**src/core/afr_defines.vh**
```
// Purpose: constants for the alu flag register block
// Assumes: 8-bit alu, classic wishbone with 32-bit data
// Notes: offsets are byte addresses
`ifndef AFR_DEFINES_VH
`define AFR_DEFINES_VH

// flag bit positions
`define AFR_SC_BIT 3'd7
`define AFR_CZ_BIT 3'd6
`define AFR_TO_BIT 3'd5
`define AFR_PDF_BIT 3'd4
`define AFR_OV_BIT 3'd3
`define AFR_Z_BIT 3'd2
`define AFR_AC_BIT 3'd1
`define AFR_C_BIT 3'd0

// reset values and software write mask
`define AFR_FLAGS_RST 8'h00
`define AFR_RESULT_RST 8'h00
`define AFR_SW_MASK 8'hcf

// register byte offsets
`define AFR_OFS_FLAGS 4'h0
`define AFR_OFS_RESULT 4'h4
`define AFR_OFS_OPINFO 4'h8

// alu operation codes
`define AFR_OP_ADD 4'h0
`define AFR_OP_ADC 4'h1
`define AFR_OP_SUB 4'h2
`define AFR_OP_SBC 4'h3
`define AFR_OP_AND 4'h4
`define AFR_OP_OR 4'h5
`define AFR_OP_XOR 4'h6
`define AFR_OP_RRC 4'h7
`define AFR_OP_RLC 4'h8
`define AFR_OP_INC 4'h9
`define AFR_OP_DEC 4'ha
`define AFR_OP_CPL 4'hb
`define AFR_OP_MOV 4'hc

`endif

```
**src/core/afr_top.v**
```verilog
// Purpose: 8-bit alu with condition flag register
// Assumes: one alu operation per valid cycle, wishbone register access
// Notes: flags update one edge after alu_valid_i
//
// Overview of operation
// - signed test flag equals overflow xor msb
// - plain subtract copies zero into chained null
// - borrow subtract ands chained null with zero
// - other operations leave chained null untouched
// - half flag is low nibble carry/no-borrow
// - timeout flag: power-up, kick, sleep clear; expiry sets
// - sleep flag: power-up, kick clear; sleep sets
// - carry is carry-out/no-borrow, rotates update it
// - overflow is carry into msb xor out
//
// The implementer's own choices: register access over Wishbone and the register offsets.
`timescale 1ns/1ps
`include "afr_defines.vh"
module afr_top (
  input wire clk_i,
  input wire rst_i,
  input wire wb_cyc_i,
  input wire wb_stb_i,
  input wire wb_we_i,
  input wire [3:0] wb_adr_i,
  input wire [3:0] wb_sel_i,
  input wire [31:0] wb_dat_i,
  output wire wb_ack_o,
  output reg [31:0] wb_dat_o,
  input wire alu_valid_i,
  input wire [3:0] alu_op_i,
  input wire [7:0] alu_a_i,
  input wire [7:0] alu_b_i,
  input wire guard_expire_i,
  input wire guard_kick_instr_i,
  input wire sleep_instr_i,
  output reg [7:0] alu_result_o,
  output reg alu_done_o,
  output wire [7:0] flags_o
);

////////////////////////////////////////////////////////////////////////////////
// state
reg signed_test_flag_r;
reg chained_null_flag_r;
reg signed_range_error_flag_r;
reg zero_flag_r;
reg nibble_half_flag_r;
reg carry_flag_r;
reg [3:0] last_op_r;

// unknown power-on bits start at zero so every run begins clean
localparam [7:0] FLAGS_RST = `AFR_FLAGS_RST;

reg signed_test_flag_nxt;
reg chained_null_flag_nxt;
reg signed_range_error_flag_nxt;
reg zero_flag_nxt;
reg nibble_half_flag_nxt;
reg carry_flag_nxt;

wire guard_timeout_flag;
wire sleep_entered_flag;
wire req;
wire flags_wr;
wire [1:0] rd_idx;

////////////////////////////////////////////////////////////////////////////////
// submodules
afr_wb_slave u_bus (
  .clk_i(clk_i),
  .rst_i(rst_i),
  .wb_cyc_i(wb_cyc_i),
  .wb_stb_i(wb_stb_i),
  .wb_we_i(wb_we_i),
  .wb_adr_i(wb_adr_i),
  .wb_sel_i(wb_sel_i),
  .wb_ack_o(wb_ack_o),
  .req_o(req),
  .flags_wr_o(flags_wr),
  .rd_idx_o(rd_idx)
);

afr_sys_flags u_sys (
  .clk_i(clk_i),
  .rst_i(rst_i),
  .guard_expire_i(guard_expire_i),
  .guard_kick_instr_i(guard_kick_instr_i),
  .sleep_instr_i(sleep_instr_i),
  .guard_timeout_flag_o(guard_timeout_flag),
  .sleep_entered_flag_o(sleep_entered_flag)
);

////////////////////////////////////////////////////////////////////////////////
// adder path shared by add and subtract forms
reg is_arith;
reg is_sub;
reg [7:0] b_eff;
reg cin;
reg [8:0] sum9;
reg [4:0] lo5;
reg [7:0] lo8;
reg [7:0] res;
reg res_c;
reg upd_c;
reg upd_ac_ov;
reg upd_z;
reg upd_any;

always @* begin
  is_arith = 1'b0;
  is_sub = 1'b0;
  cin = 1'b0;
  // adc and sbc chain on the carry held from the previous op
  case (alu_op_i)
    `AFR_OP_ADD: begin
      is_arith = 1'b1;
    end
    `AFR_OP_ADC: begin
      is_arith = 1'b1;
      cin = carry_flag_r;
    end
    `AFR_OP_SUB: begin
      is_arith = 1'b1;
      is_sub = 1'b1;
      cin = 1'b1;
    end
    `AFR_OP_SBC: begin
      is_arith = 1'b1;
      is_sub = 1'b1;
      cin = carry_flag_r;
    end
    default: begin
      is_arith = 1'b0;
    end
  endcase
  // subtract as a + ~b + cin so carry out means no borrow
  // lo8 bit 7 is the carry into the msb, used for overflow
  b_eff = is_sub ? ~alu_b_i : alu_b_i;
  sum9 = {1'b0, alu_a_i} + {1'b0, b_eff} + {8'h00, cin};
  lo5 = {1'b0, alu_a_i[3:0]} + {1'b0, b_eff[3:0]} + {4'h0, cin};
  lo8 = {1'b0, alu_a_i[6:0]} + {1'b0, b_eff[6:0]} + {7'h00, cin};
end

always @* begin
  res = alu_a_i;
  res_c = carry_flag_r;
  upd_c = 1'b0;
  upd_ac_ov = 1'b0;
  upd_z = 1'b0;
  if (is_arith) begin
    res = sum9[7:0];
    res_c = sum9[8];
    upd_c = 1'b1;
    upd_ac_ov = 1'b1;
    upd_z = 1'b1;
  end else begin
    case (alu_op_i)
      `AFR_OP_AND: begin
        res = alu_a_i & alu_b_i;
        upd_z = 1'b1;
      end
      `AFR_OP_OR: begin
        res = alu_a_i | alu_b_i;
        upd_z = 1'b1;
      end
      `AFR_OP_XOR: begin
        res = alu_a_i ^ alu_b_i;
        upd_z = 1'b1;
      end
      `AFR_OP_RRC: begin
        res = {carry_flag_r, alu_a_i[7:1]};
        res_c = alu_a_i[0];
        upd_c = 1'b1;
      end
      `AFR_OP_RLC: begin
        res = {alu_a_i[6:0], carry_flag_r};
        res_c = alu_a_i[7];
        upd_c = 1'b1;
      end
      `AFR_OP_INC: begin
        res = alu_a_i + 8'h01;
        upd_z = 1'b1;
      end
      `AFR_OP_DEC: begin
        res = alu_a_i - 8'h01;
        upd_z = 1'b1;
      end
      `AFR_OP_CPL: begin
        res = ~alu_a_i;
        upd_z = 1'b1;
      end
      default: begin
        res = alu_a_i;
      end
    endcase
  end
  upd_any = upd_c | upd_z;
end

////////////////////////////////////////////////////////////////////////////////
// next flag values: bus write first, alu result overrides it
always @* begin
  signed_test_flag_nxt = signed_test_flag_r;
  chained_null_flag_nxt = chained_null_flag_r;
  signed_range_error_flag_nxt = signed_range_error_flag_r;
  zero_flag_nxt = zero_flag_r;
  nibble_half_flag_nxt = nibble_half_flag_r;
  carry_flag_nxt = carry_flag_r;
  // time-out and sleep bits are not in the write path
  if (flags_wr) begin
    signed_test_flag_nxt = wb_dat_i[`AFR_SC_BIT];
    chained_null_flag_nxt = wb_dat_i[`AFR_CZ_BIT];
    signed_range_error_flag_nxt = wb_dat_i[`AFR_OV_BIT];
    zero_flag_nxt = wb_dat_i[`AFR_Z_BIT];
    nibble_half_flag_nxt = wb_dat_i[`AFR_AC_BIT];
    carry_flag_nxt = wb_dat_i[`AFR_C_BIT];
  end
  if (alu_valid_i) begin
    if (upd_c) begin
      carry_flag_nxt = res_c;
    end
    if (upd_ac_ov) begin
      nibble_half_flag_nxt = lo5[4];
      signed_range_error_flag_nxt = lo8[7] ^ sum9[8];
    end
    if (upd_z) begin
      zero_flag_nxt = (res == 8'h00);
    end
    if (upd_any) begin
      signed_test_flag_nxt = signed_range_error_flag_nxt ^ res[7];
    end
    // only the two subtract groups touch the chained flag
    case (alu_op_i)
      `AFR_OP_SUB: begin
        chained_null_flag_nxt = (res == 8'h00);
      end
      `AFR_OP_SBC: begin
        chained_null_flag_nxt = chained_null_flag_r & (res == 8'h00);
      end
      default: begin
        chained_null_flag_nxt = chained_null_flag_nxt;
      end
    endcase
  end
end

always @(posedge clk_i) begin
  if (rst_i) begin
    signed_test_flag_r <= FLAGS_RST[`AFR_SC_BIT];
    chained_null_flag_r <= FLAGS_RST[`AFR_CZ_BIT];
    signed_range_error_flag_r <= FLAGS_RST[`AFR_OV_BIT];
    zero_flag_r <= FLAGS_RST[`AFR_Z_BIT];
    nibble_half_flag_r <= FLAGS_RST[`AFR_AC_BIT];
    carry_flag_r <= FLAGS_RST[`AFR_C_BIT];
    alu_result_o <= `AFR_RESULT_RST;
    alu_done_o <= 1'b0;
    last_op_r <= 4'h0;
  end else begin
    signed_test_flag_r <= signed_test_flag_nxt;
    chained_null_flag_r <= chained_null_flag_nxt;
    signed_range_error_flag_r <= signed_range_error_flag_nxt;
    zero_flag_r <= zero_flag_nxt;
    nibble_half_flag_r <= nibble_half_flag_nxt;
    carry_flag_r <= carry_flag_nxt;
    alu_done_o <= alu_valid_i;
    if (alu_valid_i) begin
      alu_result_o <= res;
      last_op_r <= alu_op_i;
    end
  end
end

// system bits live in their own module, out of the write path
assign flags_o = {signed_test_flag_r, chained_null_flag_r, guard_timeout_flag,
                  sleep_entered_flag, signed_range_error_flag_r, zero_flag_r,
                  nibble_half_flag_r, carry_flag_r};

////////////////////////////////////////////////////////////////////////////////
// read data captured on the request edge, stands with ack
// limitation: a read shows the state one edge before ack
always @(posedge clk_i) begin
  if (rst_i) begin
    wb_dat_o <= 32'h00000000;
  end else if (req) begin
    case (rd_idx)
      2'h1: begin
        wb_dat_o <= {24'h000000, flags_o};
      end
      2'h2: begin
        wb_dat_o <= {24'h000000, alu_result_o};
      end
      2'h3: begin
        wb_dat_o <= {28'h0000000, last_op_r};
      end
      default: begin
        wb_dat_o <= 32'h00000000;
      end
    endcase
  end
end

endmodule

```
**src/core/afr_sys_flags.v**
```verilog
// Purpose: time-out and power-down system flags
// Assumes: event inputs are one-cycle pulses
// Notes: no bus path reaches these flops
`timescale 1ns/1ps
module afr_sys_flags (
  input wire clk_i,
  input wire rst_i,
  input wire guard_expire_i,
  input wire guard_kick_instr_i,
  input wire sleep_instr_i,
  output reg guard_timeout_flag_o,
  output reg sleep_entered_flag_o
);

reg to_nxt;
reg pdf_nxt;

////////////////////////////////////////////////////////////////////////////////
always @* begin
  to_nxt = guard_timeout_flag_o;
  pdf_nxt = sleep_entered_flag_o;
  // set wins so an expiry beside a kick is not lost
  if (guard_expire_i) begin
    to_nxt = 1'b1;
  end else if (guard_kick_instr_i || sleep_instr_i) begin
    to_nxt = 1'b0;
  end
  if (sleep_instr_i) begin
    pdf_nxt = 1'b1;
  end else if (guard_kick_instr_i) begin
    pdf_nxt = 1'b0;
  end
end

always @(posedge clk_i) begin
  if (rst_i) begin
    guard_timeout_flag_o <= 1'b0;
    sleep_entered_flag_o <= 1'b0;
  end else begin
    guard_timeout_flag_o <= to_nxt;
    sleep_entered_flag_o <= pdf_nxt;
  end
end

endmodule

```
**src/core/afr_wb_slave.v**
```verilog
// Purpose: classic wishbone handshake and address decode
// Assumes: master holds the request until it sees ack
// Notes: ack comes one cycle after the request, one cycle long
`timescale 1ns/1ps
`include "afr_defines.vh"
module afr_wb_slave (
  input wire clk_i,
  input wire rst_i,
  input wire wb_cyc_i,
  input wire wb_stb_i,
  input wire wb_we_i,
  input wire [3:0] wb_adr_i,
  input wire [3:0] wb_sel_i,
  output reg wb_ack_o,
  output wire req_o,
  output wire flags_wr_o,
  output wire [1:0] rd_idx_o
);

function afr_hit;
  input [3:0] adr;
  input [3:0] ofs;
  begin
    afr_hit = (adr == ofs);
  end
endfunction

////////////////////////////////////////////////////////////////////////////////
// request seen, answer not yet given
assign req_o = wb_cyc_i && wb_stb_i && !wb_ack_o;

// write lands on the edge where ack is sampled high
assign flags_wr_o = wb_cyc_i && wb_stb_i && wb_we_i && wb_ack_o && wb_sel_i[0] &&
                    afr_hit(wb_adr_i, `AFR_OFS_FLAGS);

assign rd_idx_o = afr_hit(wb_adr_i, `AFR_OFS_FLAGS) ? 2'h1 :
                  afr_hit(wb_adr_i, `AFR_OFS_RESULT) ? 2'h2 :
                  afr_hit(wb_adr_i, `AFR_OFS_OPINFO) ? 2'h3 : 2'h0;

always @(posedge clk_i) begin
  if (rst_i) begin
    wb_ack_o <= 1'b0;
  end else begin
    wb_ack_o <= req_o;
  end
end

endmodule

```
**config.mk**
```make
export PLATFORM = sky130hd
export DESIGN_NAME = afr_top
export DESIGN_NICKNAME = d
export VERILOG_FILES = /design/src/core/afr_top.v /design/src/core/afr_sys_flags.v /design/src/core/afr_wb_slave.v
export VERILOG_INCLUDE_DIRS = /design/src /design/src/core
export SDC_FILE = /design/constraint.sdc
export NUM_CORES = 1
export LEC_CHECK = 0
export BUFFER_PORTS_ARGS = -buffer_cell sky130_fd_sc_hd__buf_2
export CAP_MARGIN = 20
export CORE_MARGIN = 3
export CORE_UTILIZATION = 54
export DETAILED_ROUTE_END_ITERATION = 12
export GPL_TIMING_DRIVEN = 0
export PLACE_DENSITY = 0.93
export SLEW_MARGIN = 40
export SYNTH_ARGS = -nofsm -noshare
export SYNTH_HDL_FRONTEND = slang
export SYNTH_SLANG_ARGS = --single-unit
```
**constraint.sdc**
```tcl
create_clock -name clk_i -period 9.3 [get_ports clk_i]
set_input_delay 1.86 -clock clk_i [delete_from_list [all_inputs] [get_ports clk_i]]
set_output_delay 1.86 -clock clk_i [all_outputs]
set_load 0.05 [all_outputs]
```
==> flow_metrics.tcl <==
set metrics [dict create \
    cp-end-kind "flop" \
    die_w_um 82.4 \
    reg2reg_depth 12 \
    ant_nets 0 \
    r2r_slack_ns 6.04 \
    finalSetupViolCount 0 \
    ys_ff_latch 30 \
    powerDensity_nw_per_um2 124 \
    cp_slowest_stage_delay_ns 0.45 \
    slowest_stage "fa_1" \
    numCtsBuffers 5 \
    io_pins 119 \
    drive_gt1_share_pct 25.2 \
    antenna_found_initial 0 \
    min_path_type "flop to flop" \
    yosysWarnings 0 \
    hold-worst-slack_ns 0.506 \
    drt_iter0_drc 292 \
    combPwrFrac_pct 41.0 \
    design.core.area_um2 5570 \
    place_inst 560 \
    cts_tree "done" \
    grt_setup_unrepaired "false" \
    path_delay_family "compound AO/OA/AOI/OAI gates" \
    rows 27 \
    start_util_pct 56.6 \
    power.share.sequential_pct 30.1 \
    hold_depth 2 \
    cts-htree-levels 2 \
    drc 0 \
    status "finished clean" \
    routed_wl_um 9300 \
    p_switching_mw 0.184 \
    p_leak_nw 1.81 \
    cp_cell_sequence "buf_2 > inv_1 > ha_1 > clkbuf_1 > clkbuf_1 > nand2_1 > xnor2_1 > fa_1 > fa_1 > nand2b_1 > a21oi_1 > a21o_1 > a21oi_1 > xnor2_1 > a21oi_1 > nand3_1 > o32ai_1" \
    gp_congestion 0.955 \
    grt_usage_pct 27.2 \
    cp.required_ns 9.50 \
    synth.distinct_cells 57 \
    clock.fmax_mhz 165 \
    timing.final.crit_share_pct 65.0 \
    drt-vias-per-instance 5.92 \
    worstSetupPathType "primary input to flop" \
    cts_hold_buf 0 \
    setup_slack_ns 3.26 \
    fillCellCount 465 \
    postLayoutCoreUtil_pct 67.5 \
    ys.flop_type "dfxtp_1" \
    final_net_count 594 \
    die_area_um2 6790 \
    finalSetupTns_ns 0 \
    power.internal_mw 0.284 \
    finClkSkew_ns 0.00773 \
    syn2layout_area_growth_pct 19.2 \
    path_clk_slew_ns 0.07 \
    crit_fanout 10 \
    overflow 0 \
    netlist_area_um2 3150 \
    post_cts_buffers 0 \
    ff_latch_area_um2 601 \
    fin_area_um2 3760 \
    switching_share_pct 39.3 \
    num_vias 3363 \
    worst_pin_slew_ns 0.780 \
    dpl_cell_area_um2 3650 \
    grt_pass1_vias 3070 \
    cap_violations 0 \
    post-place-ws_ns 3.14 \
    antennaDiodeCount 0 \
    synth_edf_count 0 \
    cp_data_arrival_time_ns 6.25 \
    peakVddDrop_mv 0.0876 \
    fin_cells 568 \
    cts.path.max_buffers 2 \
    hold_viol 0 \
    r2r_start "carry_flag_r$_SDFFE_PP0P_" \
    reg2reg_to "zero_flag_r$_SDFF_PP0_" \
    dpl.hpwl_um 7140 \
    clock_latency_ns 0.29 \
    cts.sinks 30 \
    min_period_ns 6.04 \
    reg_top3 "alu_result_o x8, wb_dat_o x8, last_op_r x4" \
    slew_headroom_pct 47.8 \
    portBuffers 63 \
    die_y_um 82.4 \
    power_mw 0.467 \
    crit_top_cell "a21oi_1" \
    p_clk_share_pct 28.8 \
    drt_pre_antenna_iters 6 \
    post_cts_resized 0 \
    setup.worst_path.start_class "primary input" \
    ys_seq_area_share_pct 19.0 \
    cts_root_buffer "clkbuf_8" \
    synth_cells 402 \
    maxSlewViolCount 0 \
    min-delay-start "alu_result_o[5]$_SDFFE_PP0P_" \
    ys_async_sr_fraction_pct 0 \
    grt_max_degree 12 \
    synth_area_per_cell_um2 7.84 \
    multi_input_area_um2 2200 \
    grt_pass1_wl_um 14400 \
    critical_path_buf_inv_count 4 \
    holdPathEnd "alu_result_o[5]$_SDFFE_PP0P_" \
    wl_per_cell_um 16.4 \
]
==> tightest hold or removal path, stage by stage, from the launching register on <==
cell,delay [ns]
dfxtp_1,0.32
nor2_1,0.09
a211oi_1,0.05
==> how the worst max path moves through the flow <==
stage	slack (ns)	to	start	depth (start not counted)
finish	3.26	zero_flag_r$_SDFF_PP0_	alu_op_i[3]	17
global route	3.04	zero_flag_r$_SDFF_PP0_	alu_op_i[3]	17
CTS	3.39	zero_flag_r$_SDFF_PP0_	alu_op_i[3]	17
detailed placement	3.14	zero_flag_r$_SDFF_PP0_	alu_op_i[2]	17
global placement	3.15	zero_flag_r$_SDFF_PP0_	alu_op_i[2]	17
floorplan	4.05	zero_flag_r$_SDFF_PP0_	alu_op_i[2]	16
==> area by class of cell <==
class / count / share of cell area, %
timing repair buffer: 63 / 8.39
buffer: 54 / 8.89
tap: 72 / 2.40
sequential: 30 / 16.0
multi-input combinational: 313 / 58.5
inverter: 28 / 2.80
clock buffer: 5 / 1.83
clock inverter: 3 / 1.20
==> per-layer routing <==
metal | vias up | wire length (um) | track usage [%] | share of wire, %
met3 | 44 | 945 | 5.53 | 10
met4 | 0 | 308 | 11.1 | 3.3
met2 | 209 | 4360 | 44.8 | 47
met5 | - | 0 | 0 | 0
met1 | 1551 | 3690 | 34.4 | 40
li1 | 1559 | - | - | -
==> cell families (layout without fill, tap and decap cells) <==
group                    Yosys count  after routing  synth area share, %
other                              1             24                0.119
adder cells (fa/ha/maj)           30             30                 12.4
buffers and inverters             82            153                 13.9
flip-flops                        30             30                 19.0
XOR/XNOR                          17             17                 4.72
AO/OA/AOI/OAI                    100            100                 21.5
AND/OR/NAND/NOR                  111            111                 17.3
multiplexers                      31             31                 10.9
==> cells in the mapped netlist (3+ instances only) <==
cell | count | share of area, %
dfxtp_1 | 30 | 19
mux2_2 | 7 | 2.5
o22ai_1 | 8 | 1.6
inv_1 | 27 | 3.2
a21oi_1 | 17 | 2.7
xnor2_1 | 16 | 4.4
o21a_1 | 3 | 0.71
nand2b_1 | 5 | 0.99
nand3_1 | 9 | 1.4
a221oi_1 | 5 | 1.4
o21ai_0 | 21 | 3.3
buf_4 | 34 | 8.1
buf_2 | 3 | 0.48
nor2_1 | 40 | 4.8
nor4_1 | 4 | 0.79
nand2_1 | 24 | 2.9
a22oi_1 | 10 | 2.4
mux2i_1 | 22 | 7.0
nor3_1 | 4 | 0.63
a211oi_1 | 12 | 2.9
nand3b_1 | 5 | 1.2
clkbuf_1 | 17 | 2.0
nor2b_1 | 8 | 1.6
o32ai_1 | 3 | 0.83
ha_1 | 28 | 11
==> power groups by stage <==
| stage | Clock, mW | Sequential (mW) | Combinational [mW] |
|---|---|---|---|
| after floorplan | 0 | 0.155 | 0.130 |
| after global placement | 0 | 0.143 | 0.182 |
| after detailed placement | 0 | 0.143 | 0.187 |
| after CTS | 0.133 | 0.141 | 0.188 |
| after global routing | 0.136 | 0.141 | 0.208 |
| final | 0.135 | 0.141 | 0.192 |
==> layout by cell type (no fill, tap or decap), types with 7 or more instances in the layout <==
master / synthesis / routed
a211oi_1: 12 / 12
a21oi_1: 17 / 17
a22oi_1: 10 / 10
buf_2: 3 / 66
buf_4: 34 / 34
clkbuf_1: 17 / 17
conb_1: 1 / 24
dfxtp_1: 30 / 30
ha_1: 28 / 28
inv_1: 27 / 27
mux2_2: 7 / 7
mux2i_1: 22 / 22
nand2_1: 24 / 24
nand3_1: 9 / 9
nor2_1: 40 / 40
nor2b_1: 8 / 8
o21ai_0: 21 / 21
o22ai_1: 8 / 8
xnor2_1: 16 / 16
(Power assumes the default switching activity.)
